### config.mk
export PLATFORM = sky130hd
export DESIGN_NAME = remote_wake_frame_detector
export DESIGN_NICKNAME = d
export VERILOG_FILES = /design/src/shared/wake_pkg.sv /design/src/shared/rx_byte_if.sv /design/src/logic/remote_wake_frame_detector.sv /design/src/logic/wake_crc16.sv /design/src/logic/wake_packet_scan.sv
export SDC_FILE = /design/constraint.sdc
export NUM_CORES = 1
export LEC_CHECK = 0
export BUFFER_PORTS_ARGS = -buffer_cell sky130_fd_sc_hd__buf_2
export CAP_MARGIN = 40
export CELL_PAD_IN_SITES_DETAIL_PLACEMENT = 0
export CELL_PAD_IN_SITES_GLOBAL_PLACEMENT = 1
export CORE_UTILIZATION = 44
export CTS_CLUSTER_DIAMETER = 150
export CTS_CLUSTER_SIZE = 28
export DETAILED_ROUTE_END_ITERATION = 6
export PLACE_DENSITY_LB_ADDON = 0.12
export SETUP_SLACK_MARGIN = 0.2
export SLEW_MARGIN = 20
export SYNTH_ARGS = -nofsm -noshare
export SYNTH_HDL_FRONTEND = slang
export SYNTH_SLANG_ARGS = --single-unit
### constraint.sdc
create_clock -name clk_i -period 4.37 [get_ports clk_i]
set_clock_uncertainty 0.1 [all_clocks]
set_input_delay 0.874 -clock clk_i [delete_from_list [all_inputs] [get_ports clk_i]]
set_output_delay 0.874 -clock clk_i [all_outputs]
set_load 0.1 [all_outputs]
### src/shared/wake_pkg.sv
/*
 * Constants, types and helper functions for the remote wake frame
 * detector: register offsets, field positions, reset values, scan lengths.
 * Assumes a 32-bit classic Wishbone register bus and byte-wide receive data.
 */
`default_nettype none
package wake_pkg;
	// ------------------------------------------------------------------
	// Sizes
	// ------------------------------------------------------------------
	localparam int N_FILTERS = 4;
	localparam int MASK_W = 31;
	localparam int ADR_W = 8;
	localparam int POS_W = 9;
	localparam logic [8:0] POS_MAX = 9'h1ff;
	localparam logic [8:0] HDR_LEN = 9'h00c;
	localparam logic [8:0] DA_LEN = 9'h006;
	localparam logic [2:0] SYNC_LEN = 3'h6;
	localparam logic [2:0] ADDR_LAST = 3'h5;
	localparam logic [4:0] ADDR_COPIES = 5'h10;

	// ------------------------------------------------------------------
	// Register offsets (byte addresses)
	// ------------------------------------------------------------------
	localparam logic [7:0] CSR_OFS = 8'h00;
	localparam logic [7:0] MASK_OFS = 8'h04;
	localparam logic [7:0] CMD_OFS = 8'h14;
	localparam logic [7:0] START_OFS = 8'h18;
	localparam logic [7:0] CRC_LO_OFS = 8'h1c;
	localparam logic [7:0] CRC_HI_OFS = 8'h20;

	// ------------------------------------------------------------------
	// Field positions
	// ------------------------------------------------------------------
	localparam int CSR_PW_EN = 1;
	localparam int CSR_WP_EN = 2;
	localparam int CSR_PW_RCV = 4;
	localparam int CSR_WP_RCV = 5;
	localparam int CSR_IRQ_SEL = 8;
	localparam int CSR_PME_SEL = 9;
	localparam int CMD_EN = 0;
	localparam int CMD_MCAST = 3;
	localparam int CMD_W = 4;
	localparam int FIELD_STRIDE = 8;

	// ------------------------------------------------------------------
	// Reset values and CRC constants
	// ------------------------------------------------------------------
	localparam logic [30:0] MASK_RST = 31'h00000000;
	localparam logic [3:0] CMD_RST = 4'h0;
	localparam logic [7:0] START_RST = 8'h00;
	localparam logic [15:0] CRC_RST = 16'h0000;
	localparam logic [15:0] CRC_INIT = 16'h0000;
	localparam logic [15:0] CRC_POLY = 16'ha001;
	localparam logic [7:0] SYNC_BYTE = 8'hff;

	typedef enum logic [1:0] {
		SCAN_SEARCH = 2'b01,
		SCAN_ADDR = 2'b10
	} scan_state_type;

	// One byte step of the reflected CRC-16
	function automatic logic [15:0] crc16_byte(input logic [15:0] crc,
		input logic [7:0] b);
		logic [15:0] c;
		c = crc ^ {8'h00, b};
		for (int k = 0; k < 8; k++) begin
			c = c[0] ? ((c >> 1) ^ CRC_POLY) : (c >> 1);
		end
		return c;
	endfunction

	// Byte k of the station address in wire order
	function automatic logic [7:0] addr_byte(input logic [47:0] addr,
		input logic [2:0] k);
		return addr[8'(47 - 8 * int'(k)) -: 8];
	endfunction
endpackage
`default_nettype wire
### src/shared/rx_byte_if.sv
/*
 * Registered receive byte stream shared by the detector's submodules.
 * Assumes one driver (the top) and any number of sinks.
 */
`timescale 1ns/100ps
`default_nettype none
interface rx_byte_if;
	logic valid;
	logic [7:0] data;
	logic sof;
	logic eof;
	logic fcs_ok;
	logic [8:0] pos;
	modport src(output valid, data, sof, eof, fcs_ok, pos);
	modport snk(input valid, data, sof, eof, fcs_ok, pos);
endinterface
`default_nettype wire

### src/logic/remote_wake_frame_detector.sv
/*
 * Remote wake frame detector: pattern filters and wake packet scanner on
 * the MAC receive byte stream, with a Wishbone register file.
 * Assumes the MAC delivers bytes after preamble removal, marks the first
 * and last byte, and reports the FCS result with the last byte.
 */
// Chosen here: the Wishbone interface to the registers and the placing of the registers.
// Contract
// [RULE1] Filter start position selects first CRC byte
// [RULE2] Software keeps start position at twelve or more
// [RULE3] Expected CRC equal to computed CRC means wake
// [RULE4] Wake packet enable suspends normal reception
// [RULE5] Wake packet notifies via interrupt or power event
// [RULE6] Wake packet sets its received status flag
// [RULE7] Clearing wake packet enable resumes reception
// [RULE8] Only own or broadcast destinations are checked; code also accepts multicast destinations
// [RULE9] Search six sync bytes after both addresses
// [RULE10] Sixteen unbroken address copies declare wake packet
// [RULE11] Broken copy run restarts sync search
// [RULE12] Signature accepted at any payload position
// [RULE13] Multicast frames with sixteen copies also accepted
// [RULE14] Low-power state enables both detectors automatically
// [RULE15] Pattern enable suspends reception, match sets flag
// [RULE16] Four independent pattern filters
// [RULE17] Mask bit j includes byte start plus j
// [RULE18] Command bit 0 enables, bit 3 selects multicast
// [RULE19] Standard CRC-16 over masked bytes per frame
// [RULE20] Flags raised only after good frame ends
`timescale 1ns/100ps
`default_nettype none
module remote_wake_frame_detector (
	input wire logic clk_i,
	input wire logic rst_i,
	input wire logic wb_cyc_i,
	input wire logic wb_stb_i,
	input wire logic wb_we_i,
	input wire logic [wake_pkg::ADR_W-1:0] wb_adr_i,
	input wire logic [3:0] wb_sel_i,
	input wire logic [31:0] wb_dat_i,
	output logic [31:0] wb_dat_o,
	output logic wb_ack_o,
	input wire logic rx_valid_i,
	input wire logic [7:0] rx_data_i,
	input wire logic rx_sof_i,
	input wire logic rx_eof_i,
	input wire logic rx_fcs_ok_i,
	input wire logic [47:0] station_addr_i,
	input wire logic low_power_d1_i,
	output logic normal_rx_en_o,
	output logic irq_o,
	output logic power_event_out_o
);
	import wake_pkg::*;

	// ------------------------------------------------------------------
	// Declarations
	// ------------------------------------------------------------------
	logic [MASK_W-1:0] table_mask_r [N_FILTERS];
	logic [CMD_W-1:0] table_cmd_r [N_FILTERS];
	logic [7:0] wake_filter_start_position_r [N_FILTERS];
	logic [15:0] wake_filter_expected_crc_r [N_FILTERS];
	logic [15:0] crc_val [N_FILTERS];
	logic pattern_wake_enable_r;
	logic wake_packet_enable_r;
	logic pattern_wake_received_r;
	logic wake_packet_received_r;
	logic notify_irq_r;
	logic notify_pme_r;
	logic [8:0] pos_cnt_r;
	logic dest_own_r;
	logic dest_bcast_r;
	logic dest_mcast_r;
	logic eval_r;
	logic wp_found;
	logic wp_active;
	logic pw_active;
	logic pat_hit;
	logic wp_hit;
	logic bus_req;
	logic wr_fire;
	logic [31:0] rd_nxt;

	rx_byte_if rx_bus ();

	// Merge written bytes under the byte selects
	function automatic logic [31:0] sel_merge(input logic [31:0] old,
		input logic [31:0] wdat, input logic [3:0] sel);
		logic [31:0] r;
		r = old;
		for (int b = 0; b < 4; b++) begin
			if (sel[b]) begin
				r[8*b +: 8] = wdat[8*b +: 8];
			end
		end
		return r;
	endfunction

	// ------------------------------------------------------------------
	// Wishbone slave
	// ------------------------------------------------------------------
	// Request seen; write lands on the acknowledged edge
	assign bus_req = wb_cyc_i & wb_stb_i;
	assign wr_fire = bus_req & wb_we_i & wb_ack_o;

	// One-cycle acknowledge, answered for every address
	always_ff @(posedge clk_i) begin
		if (rst_i) begin
			wb_ack_o <= 1'b0;
		end else begin
			wb_ack_o <= bus_req & ~wb_ack_o;
		end
	end

	// Read data captured with the acknowledge
	always_ff @(posedge clk_i) begin
		if (rst_i) begin
			wb_dat_o <= 32'h00000000;
		end else if (bus_req & ~wb_ack_o) begin
			wb_dat_o <= rd_nxt;
		end
	end

	// Read decode; unmapped offsets return zero
	always_comb begin
		rd_nxt = 32'h00000000;
		if (wb_adr_i == CSR_OFS) begin
			rd_nxt[CSR_PW_EN] = pattern_wake_enable_r;
			rd_nxt[CSR_WP_EN] = wake_packet_enable_r;
			rd_nxt[CSR_PW_RCV] = pattern_wake_received_r;
			rd_nxt[CSR_WP_RCV] = wake_packet_received_r;
			rd_nxt[CSR_IRQ_SEL] = notify_irq_r;
			rd_nxt[CSR_PME_SEL] = notify_pme_r;
		end
		for (int i = 0; i < N_FILTERS; i++) begin
			if (wb_adr_i == MASK_OFS + 8'(4 * i)) begin
				rd_nxt = {1'b0, table_mask_r[i]};
			end
			if (wb_adr_i == CMD_OFS) begin
				rd_nxt[FIELD_STRIDE*i +: CMD_W] = table_cmd_r[i];
			end
			if (wb_adr_i == START_OFS) begin
				rd_nxt[FIELD_STRIDE*i +: 8] = wake_filter_start_position_r[i];
			end
		end
		if (wb_adr_i == CRC_LO_OFS) begin
			rd_nxt = {wake_filter_expected_crc_r[1],
				wake_filter_expected_crc_r[0]};
		end
		if (wb_adr_i == CRC_HI_OFS) begin
			rd_nxt = {wake_filter_expected_crc_r[3],
				wake_filter_expected_crc_r[2]};
		end
	end

	// ------------------------------------------------------------------
	// Filter table registers
	// ------------------------------------------------------------------
	// Masks, commands, start positions and expected CRCs per filter
	always_ff @(posedge clk_i) begin
		if (rst_i) begin
			for (int i = 0; i < N_FILTERS; i++) begin
				table_mask_r[i] <= MASK_RST;
				table_cmd_r[i] <= CMD_RST;
				wake_filter_start_position_r[i] <= START_RST; // [RULE1]
				wake_filter_expected_crc_r[i] <= CRC_RST; // [RULE3]
			end
		end else if (wr_fire) begin
			for (int i = 0; i < N_FILTERS; i++) begin
				if (wb_adr_i == MASK_OFS + 8'(4 * i)) begin
					table_mask_r[i] <= MASK_W'(sel_merge(
						{1'b0, table_mask_r[i]},
						wb_dat_i, wb_sel_i)); // [RULE17]
				end
				if (wb_adr_i == CMD_OFS && wb_sel_i[i]) begin
					table_cmd_r[i] <= wb_dat_i[FIELD_STRIDE*i +: CMD_W];
				end
				if (wb_adr_i == START_OFS && wb_sel_i[i]) begin
					wake_filter_start_position_r[i] <=
						wb_dat_i[FIELD_STRIDE*i +: 8]; // [RULE1]
				end
			end
			if (wb_adr_i == CRC_LO_OFS) begin
				{wake_filter_expected_crc_r[1], wake_filter_expected_crc_r[0]}
					<= sel_merge({wake_filter_expected_crc_r[1],
					wake_filter_expected_crc_r[0]}, wb_dat_i, wb_sel_i);
			end
			if (wb_adr_i == CRC_HI_OFS) begin
				{wake_filter_expected_crc_r[3], wake_filter_expected_crc_r[2]}
					<= sel_merge({wake_filter_expected_crc_r[3],
					wake_filter_expected_crc_r[2]}, wb_dat_i, wb_sel_i);
			end
		end
	end

	// ------------------------------------------------------------------
	// Wake control and status register
	// ------------------------------------------------------------------
	// Enables and notification selects
	always_ff @(posedge clk_i) begin
		if (rst_i) begin
			pattern_wake_enable_r <= 1'b0;
			wake_packet_enable_r <= 1'b0;
			notify_irq_r <= 1'b0;
			notify_pme_r <= 1'b0;
		end else if (wr_fire && wb_adr_i == CSR_OFS) begin
			if (wb_sel_i[0]) begin
				pattern_wake_enable_r <= wb_dat_i[CSR_PW_EN]; // [RULE15]
				wake_packet_enable_r <= wb_dat_i[CSR_WP_EN]; // [RULE4] [RULE7]
			end
			if (wb_sel_i[1]) begin
				notify_irq_r <= wb_dat_i[CSR_IRQ_SEL];
				notify_pme_r <= wb_dat_i[CSR_PME_SEL];
			end
		end
	end

	// Received flags: hardware set wins over write-one-to-clear
	always_ff @(posedge clk_i) begin
		if (rst_i) begin
			pattern_wake_received_r <= 1'b0;
			wake_packet_received_r <= 1'b0;
		end else begin
			pattern_wake_received_r <= (eval_r & pw_active & pat_hit) |
				(pattern_wake_received_r & ~(wr_fire && wb_sel_i[0] &&
				wb_adr_i == CSR_OFS && wb_dat_i[CSR_PW_RCV])); // [RULE15]
			wake_packet_received_r <= (eval_r & wp_active & wp_hit) |
				(wake_packet_received_r & ~(wr_fire && wb_sel_i[0] &&
				wb_adr_i == CSR_OFS && wb_dat_i[CSR_WP_RCV])); // [RULE6]
		end
	end

	// ------------------------------------------------------------------
	// Detection modes and outputs
	// ------------------------------------------------------------------
	// Low-power state forces both detectors on
	assign wp_active = wake_packet_enable_r | low_power_d1_i; // [RULE14]
	assign pw_active = pattern_wake_enable_r | low_power_d1_i; // [RULE14]

	// Normal reception held off while any detector runs; notifications
	always_ff @(posedge clk_i) begin
		if (rst_i) begin
			normal_rx_en_o <= 1'b1;
			irq_o <= 1'b0;
			power_event_out_o <= 1'b0;
		end else begin
			normal_rx_en_o <= ~(wp_active | pw_active); // [RULE4] [RULE7]
			irq_o <= notify_irq_r &
				(wake_packet_received_r | pattern_wake_received_r); // [RULE5]
			power_event_out_o <= notify_pme_r &
				(wake_packet_received_r | pattern_wake_received_r); // [RULE5]
		end
	end

	// ------------------------------------------------------------------
	// Receive byte staging
	// ------------------------------------------------------------------
	// Register the MAC bytes and tag each with its frame position
	always_ff @(posedge clk_i) begin
		if (rst_i) begin
			rx_bus.valid <= 1'b0;
			rx_bus.data <= 8'h00;
			rx_bus.sof <= 1'b0;
			rx_bus.eof <= 1'b0;
			rx_bus.fcs_ok <= 1'b0;
			rx_bus.pos <= 9'h000;
			pos_cnt_r <= 9'h000;
		end else begin
			rx_bus.valid <= rx_valid_i;
			rx_bus.data <= rx_data_i;
			rx_bus.sof <= rx_valid_i & rx_sof_i;
			rx_bus.eof <= rx_valid_i & rx_eof_i;
			rx_bus.fcs_ok <= rx_fcs_ok_i;
			rx_bus.pos <= rx_sof_i ? 9'h000 : pos_cnt_r; // [RULE19]
			if (rx_valid_i) begin
				if (rx_sof_i) begin
					pos_cnt_r <= 9'h001;
				end else if (pos_cnt_r != POS_MAX) begin
					pos_cnt_r <= pos_cnt_r + 9'h001;
				end
			end
		end
	end

	// Destination class from the first six bytes
	always_ff @(posedge clk_i) begin
		if (rst_i) begin
			dest_own_r <= 1'b0;
			dest_bcast_r <= 1'b0;
			dest_mcast_r <= 1'b0;
		end else if (rx_bus.valid && rx_bus.pos < DA_LEN) begin
			if (rx_bus.sof) begin
				dest_own_r <= rx_bus.data == addr_byte(station_addr_i, 3'h0);
				dest_bcast_r <= rx_bus.data == SYNC_BYTE;
				dest_mcast_r <= rx_bus.data[0];
			end else begin
				dest_own_r <= dest_own_r & (rx_bus.data ==
					addr_byte(station_addr_i, rx_bus.pos[2:0]));
				dest_bcast_r <= dest_bcast_r & (rx_bus.data == SYNC_BYTE);
			end
		end
	end

	// Judge one cycle after the last byte, only on a good FCS
	always_ff @(posedge clk_i) begin
		if (rst_i) begin
			eval_r <= 1'b0;
		end else begin
			eval_r <= rx_bus.valid & rx_bus.eof & rx_bus.fcs_ok; // [RULE20]
		end
	end

	// ------------------------------------------------------------------
	// Detectors
	// ------------------------------------------------------------------
	// Any enabled filter whose address class and CRC both agree
	always_comb begin
		pat_hit = 1'b0;
		for (int i = 0; i < N_FILTERS; i++) begin
			if (table_cmd_r[i][CMD_EN] &&
				(table_cmd_r[i][CMD_MCAST] ? dest_mcast_r :
				dest_own_r) && // [RULE18]
				crc_val[i] == wake_filter_expected_crc_r[i]) begin
				pat_hit = 1'b1; // [RULE3] [RULE16]
			end
		end
	end

	// Wake packet counts for own, broadcast or multicast frames
	assign wp_hit = wp_found &
		(dest_own_r | dest_bcast_r | dest_mcast_r); // [RULE8] [RULE13]

	// One CRC accumulator per filter
	for (genvar g = 0; g < N_FILTERS; g++) begin : g_filter
		wake_crc16 u_crc (
			.clk_i(clk_i),
			.rst_i(rst_i),
			.rx(rx_bus.snk),
			.start_i(wake_filter_start_position_r[g]),
			.mask_i(table_mask_r[g]),
			.crc_o(crc_val[g])
		);
	end

	// Signature scanner
	wake_packet_scan u_scan (
		.clk_i(clk_i),
		.rst_i(rst_i),
		.rx(rx_bus.snk),
		.station_addr_i(station_addr_i),
		.found_o(wp_found)
	);
endmodule
`default_nettype wire

### src/logic/wake_crc16.sv
/*
 * Per-filter CRC-16 accumulator over masked frame bytes.
 * Assumes the byte stream carries frame positions starting at zero.
 */
`timescale 1ns/100ps
`default_nettype none
module wake_crc16 (
	input wire logic clk_i,
	input wire logic rst_i,
	rx_byte_if.snk rx,
	input wire logic [7:0] start_i,
	input wire logic [wake_pkg::MASK_W-1:0] mask_i,
	output logic [15:0] crc_o
);
	import wake_pkg::*;

	logic [8:0] rel;
	logic take;

	// Byte lies in the mask window and its mask bit is set
	always_comb begin
		rel = rx.pos - {1'b0, start_i};
		take = (rx.pos >= {1'b0, start_i}) && (rel < 9'(MASK_W)) &&
			mask_i[rel[4:0]]; // [RULE1] [RULE17]
	end

	// Accumulate, restarting at each frame start
	always_ff @(posedge clk_i) begin
		if (rst_i) begin
			crc_o <= CRC_INIT;
		end else if (rx.valid) begin
			if (rx.sof) begin
				crc_o <= take ? crc16_byte(CRC_INIT, rx.data) : CRC_INIT; // [RULE19]
			end else if (take) begin
				crc_o <= crc16_byte(crc_o, rx.data); // [RULE19]
			end
		end
	end
endmodule
`default_nettype wire

### src/logic/wake_packet_scan.sv
/*
 * Scanner for the wake packet signature: a run of sync bytes followed by
 * sixteen unbroken station address copies, anywhere after the headers.
 * Assumes the byte stream carries frame positions starting at zero.
 */
`timescale 1ns/100ps
`default_nettype none
module wake_packet_scan (
	input wire logic clk_i,
	input wire logic rst_i,
	rx_byte_if.snk rx,
	input wire logic [47:0] station_addr_i,
	output logic found_o
);
	import wake_pkg::*;

	scan_state_type state_r;
	logic [2:0] sync_cnt_r;
	logic [2:0] idx_r;
	logic [4:0] copies_r;
	logic [7:0] expect_byte;

	assign expect_byte = addr_byte(station_addr_i, idx_r);

	// Sync search and address copy counting
	always_ff @(posedge clk_i) begin
		if (rst_i) begin
			state_r <= SCAN_SEARCH;
			sync_cnt_r <= 3'h0;
			idx_r <= 3'h0;
			copies_r <= 5'h00;
			found_o <= 1'b0;
		end else if (rx.valid) begin
			if (rx.sof) begin
				state_r <= SCAN_SEARCH;
				sync_cnt_r <= 3'h0;
				idx_r <= 3'h0;
				copies_r <= 5'h00;
				found_o <= 1'b0;
			end else if (rx.pos >= HDR_LEN) begin // [RULE9] [RULE12]
				unique case (state_r)
				SCAN_SEARCH: begin
					if (sync_cnt_r == SYNC_LEN &&
						rx.data == addr_byte(station_addr_i, 3'h0)) begin
						state_r <= SCAN_ADDR; // [RULE9]
						idx_r <= 3'h1;
						copies_r <= 5'h00;
					end else if (rx.data == SYNC_BYTE) begin
						if (sync_cnt_r != SYNC_LEN) begin
							sync_cnt_r <= sync_cnt_r + 3'h1;
						end
					end else begin
						sync_cnt_r <= 3'h0;
					end
				end
				SCAN_ADDR: begin
					if (rx.data == expect_byte) begin
						if (idx_r == ADDR_LAST) begin
							idx_r <= 3'h0;
							if (copies_r == ADDR_COPIES - 5'h01) begin
								found_o <= 1'b1; // [RULE10]
								state_r <= SCAN_SEARCH;
								sync_cnt_r <= 3'h0;
							end else begin
								copies_r <= copies_r + 5'h01;
							end
						end else begin
							idx_r <= idx_r + 3'h1;
						end
					end else begin
						state_r <= SCAN_SEARCH; // [RULE11]
						idx_r <= 3'h0;
						copies_r <= 5'h00;
						sync_cnt_r <= (rx.data == SYNC_BYTE) ? 3'h1 : 3'h0;
					end
				end
				default: begin
					state_r <= SCAN_SEARCH;
				end
				endcase
			end
		end
	end
endmodule
`default_nettype wire

==> results.yml <==
clock_tree:
  cts_tree: "done"
  h-tree-depth: 1
  path_clk_slew_ns: 0.13
  cts_inserted_buffers: 17
  insertion_delay_ns: 0.57
  clock_path_buffers: 3
  postCtsSetupRepairBufs: 0
  cts_sinks: 390
  root_buffer: "clkbuf_16"
drt:
  ant_nets: 0
  drt_wl_total_um: 81300
  avgRoutedWirePerCell_um: 26.6
  drt_iter0_drc: 2240
  vias_per_cell: 6.15
  first_pass_iters: 6
  num_vias: 18785
  drc: 0
floorplanning:
  core-area_mm2: 0.0493
  initial_utilization: 0.450
  die-height_um: 226
  die_x_um: 226
  die_area_mm2: 0.0512
  rows: 81
  ios: 146
setup_path:
  critPathTopFamily: "simple AND/OR/NAND/NOR gates"
  critical-path-max-stage-delay_ns: 0.47
  cp-endpoint: "g_filter[2].u_crc.crc_o[0]"
  cp_num_buf_inv: 4
  cp_cell_sequence: "inv_1 -> ha_1 -> inv_1 -> fa_1 -> a211oi_1 -> nor2_1 -> or2_2 -> mux2_2 -> o311ai_1 -> buf_2 -> or4_1 -> buf_4 -> a221o_1 -> o32ai_1"
  cp_max_fo: 21
  r2r_end: "g_filter[2].u_crc.crc_o[0]"
  cp.required_ns: 4.77
  cp-start-kind: "flip-flop"
  worstRegToRegCells: 14
  timing.rr.start: "rx_bus.pos[0]"
  endpoint_kind: "flip-flop"
  ff2ff_setup_slack_ns: 0.45
  crit_arrival_ns: 4.32
  startpoint: "rx_bus.pos[0]"
  worst_path_max_delay_cell: "or4_1"
  crit_cells: 14
  crit_top_cell: "inv_1"
  critical_path_class: "reg -> reg"
final_layout:
  fin_cells: 3055
  area.growth.synth_to_final_pct: 10.1
  fin_util: 0.495
  final_layout_size_suffix_gt1_frac: 0.153
  final_nets: 2539
  fin_area_mm2: 0.0244
yosys:
  synthDominantCellAreaShare: 0.233
  yosysMostFrequentCell: "dfxtp_1"
  async_flop_share: 0
  synthesis.area_mm2: 0.0221
  yosysWarnings: 0
  synth_edf_count: 172
  ys.flop_type: "dfxtp_1"
  ys_seq_elements: 390
  syn_area_per_cell_um2: 9.83
  syn_inst: 2253
  ys_types: 87
  yosys.area.top_type: "edfxtp_1"
  synth_common_cells: "218 x dfxtp_1, 217 x nand2_1, 188 x and2_1"
  synth_fp_nets: 2413
  ys_seq_area_frac: 0.430
  ys_top_cells_by_area: "edfxtp_1 23%, dfxtp_1 20%, xnor2_1 5.6%"
run_status:
  status: "completed"
sta:
  fin_tns_setup_ns: 0
  maxSlewViolCount: 0
  finalHoldViolations: 0
  setup_violations: 0
  worst_slew_pin_slew_ns: 0.901
  slew_headroom: 0.399
  setup_ws_ns: 0.445
  fmax_ghz: 0.255
  grt_setup_unrepaired: "false"
  final.min_clock_period_ns: 3.92
  whs_ns: 0.359
  finalCritPeriodShare: 0.898
power_and_ir_drop:
  ir_drop_v: 0.000278
  power_mw: 6.97
  power.density_mw_per_mm2: 286
  p_leak_nw: 8.92
global_routing:
  grt.total_usage: 0.316
  grt_start_max_net_pins: 66
  grt_pass1_wl_um: 119000
  overflow: 0
  first_global_vias: 17774
  antenna_found_initial: 4
placed_design:
  dpl.cell_count: 3019
  dp_hpwl_um: 62200
  place_ws_ns: 0.332
  dpl_cell_area_mm2: 0.0239
  gp_congestion: 1.01
  portBuffers: 145
run:
  drv_cap: 0
worst_hold_path:
  hp-class: "reg -> reg"
[area by class of cell]
cell class / count / area (um^2)
diodes: 2 / 5.00
clock buffers: 27 / 463
clock inverters: 2 / 12.5
fillers: 4706 / 24900
inverters: 58 / 218
multi-input cells: 1675 / 11900
flip-flops and latches: 390 / 9530
well taps: 664 / 831
repair buffers: 237 / 1410
[tightest hold or removal path: stages, from the launching register on]
cell and delay (ns):
dfxtp_1 0.31, nand2_1 0.09, nor3_1 0.05
[flip-flops by register name, indices dropped and copies added (netlist names), 5 cells and up]
signal	count
rx_bus.pos	9
wb_dat_o	32
pos_cnt_r	9
table_cmd_r	16
rx_bus.data	8
wake_filter_start_position_r	32
table_mask_r	124
g_filter.u_crc.crc_o	64
u_scan.copies_r	5
wake_filter_expected_crc_r	64
[routing by layer]
layer / up-vias / global-route usage / routed length, um
met5: - / 0 / 14
met4: 2 / 0.101 / 2660
met3: 137 / 0.0441 / 6550
met2: 914 / 0.505 / 37200
met1: 9291 / 0.439 / 34900
li1: 8441 / - / -
[cell families after synthesis]
group,synth area share
mux,0.0921
compound gates,0.150
xor+xnor,0.0832
buf+inv,0.0330
flops,0.430
simple gates,0.182
fa+ha+maj,0.0296
[power breakdown]
| group | switching [mW] | leakage [nW] | internal (mW) | total [mW] |
|---|---|---|---|---|
| registers | 0.0911 | 3.56 | 3.87 | 3.96 |
| clock network | 1.23 | 0.230 | 0.751 | 1.98 |
| logic | 0.656 | 5.13 | 0.365 | 1.02 |
| total | 1.98 | 8.92 | 4.99 | 6.97 |
[cells in the final DEF (no fill, tap or decap), types with 22 or more instances in the layout]
master / n
a211oi_1: 32
a21oi_1: 136
a221oi_1: 42
a222oi_1: 22
a22oi_1: 31
and2_1: 188
buf_2: 158
buf_4: 75
dfxtp_1: 217
edfxtp_1: 172
ha_1: 46
inv_1: 57
mux2_2: 50
mux2i_1: 48
mux4_2: 39
nand2_1: 217
nand3_1: 39
nand4_1: 25
nor2_1: 152
nor2b_1: 25
nor3_1: 29
o21ai_0: 92
xnor2_1: 142
xor2_1: 53
[worst min-delay path by stage]
stage	start	endpoint	slack (ns)	cells past startpoint
6_report	rx_bus.eof	eval_r	0.36	2
4_1_cts	notify_pme_r	power_event_out_o	0.37	2
2_1_floorplan	rx_bus.eof	eval_r	0.30	2
5_1_grt	notify_irq_r	irq_o	0.38	2
3_3_place_gp	notify_pme_r	power_event_out_o	0.35	2
3_5_place_dp	notify_pme_r	power_event_out_o	0.35	2
[what timing repair did]
item	CTS	global route
hold buffers	0	0
endpoints found under the setup margin	0	2
gates resized for setup	0	1
No activity file was read; power rests on OpenSTA's default activity.
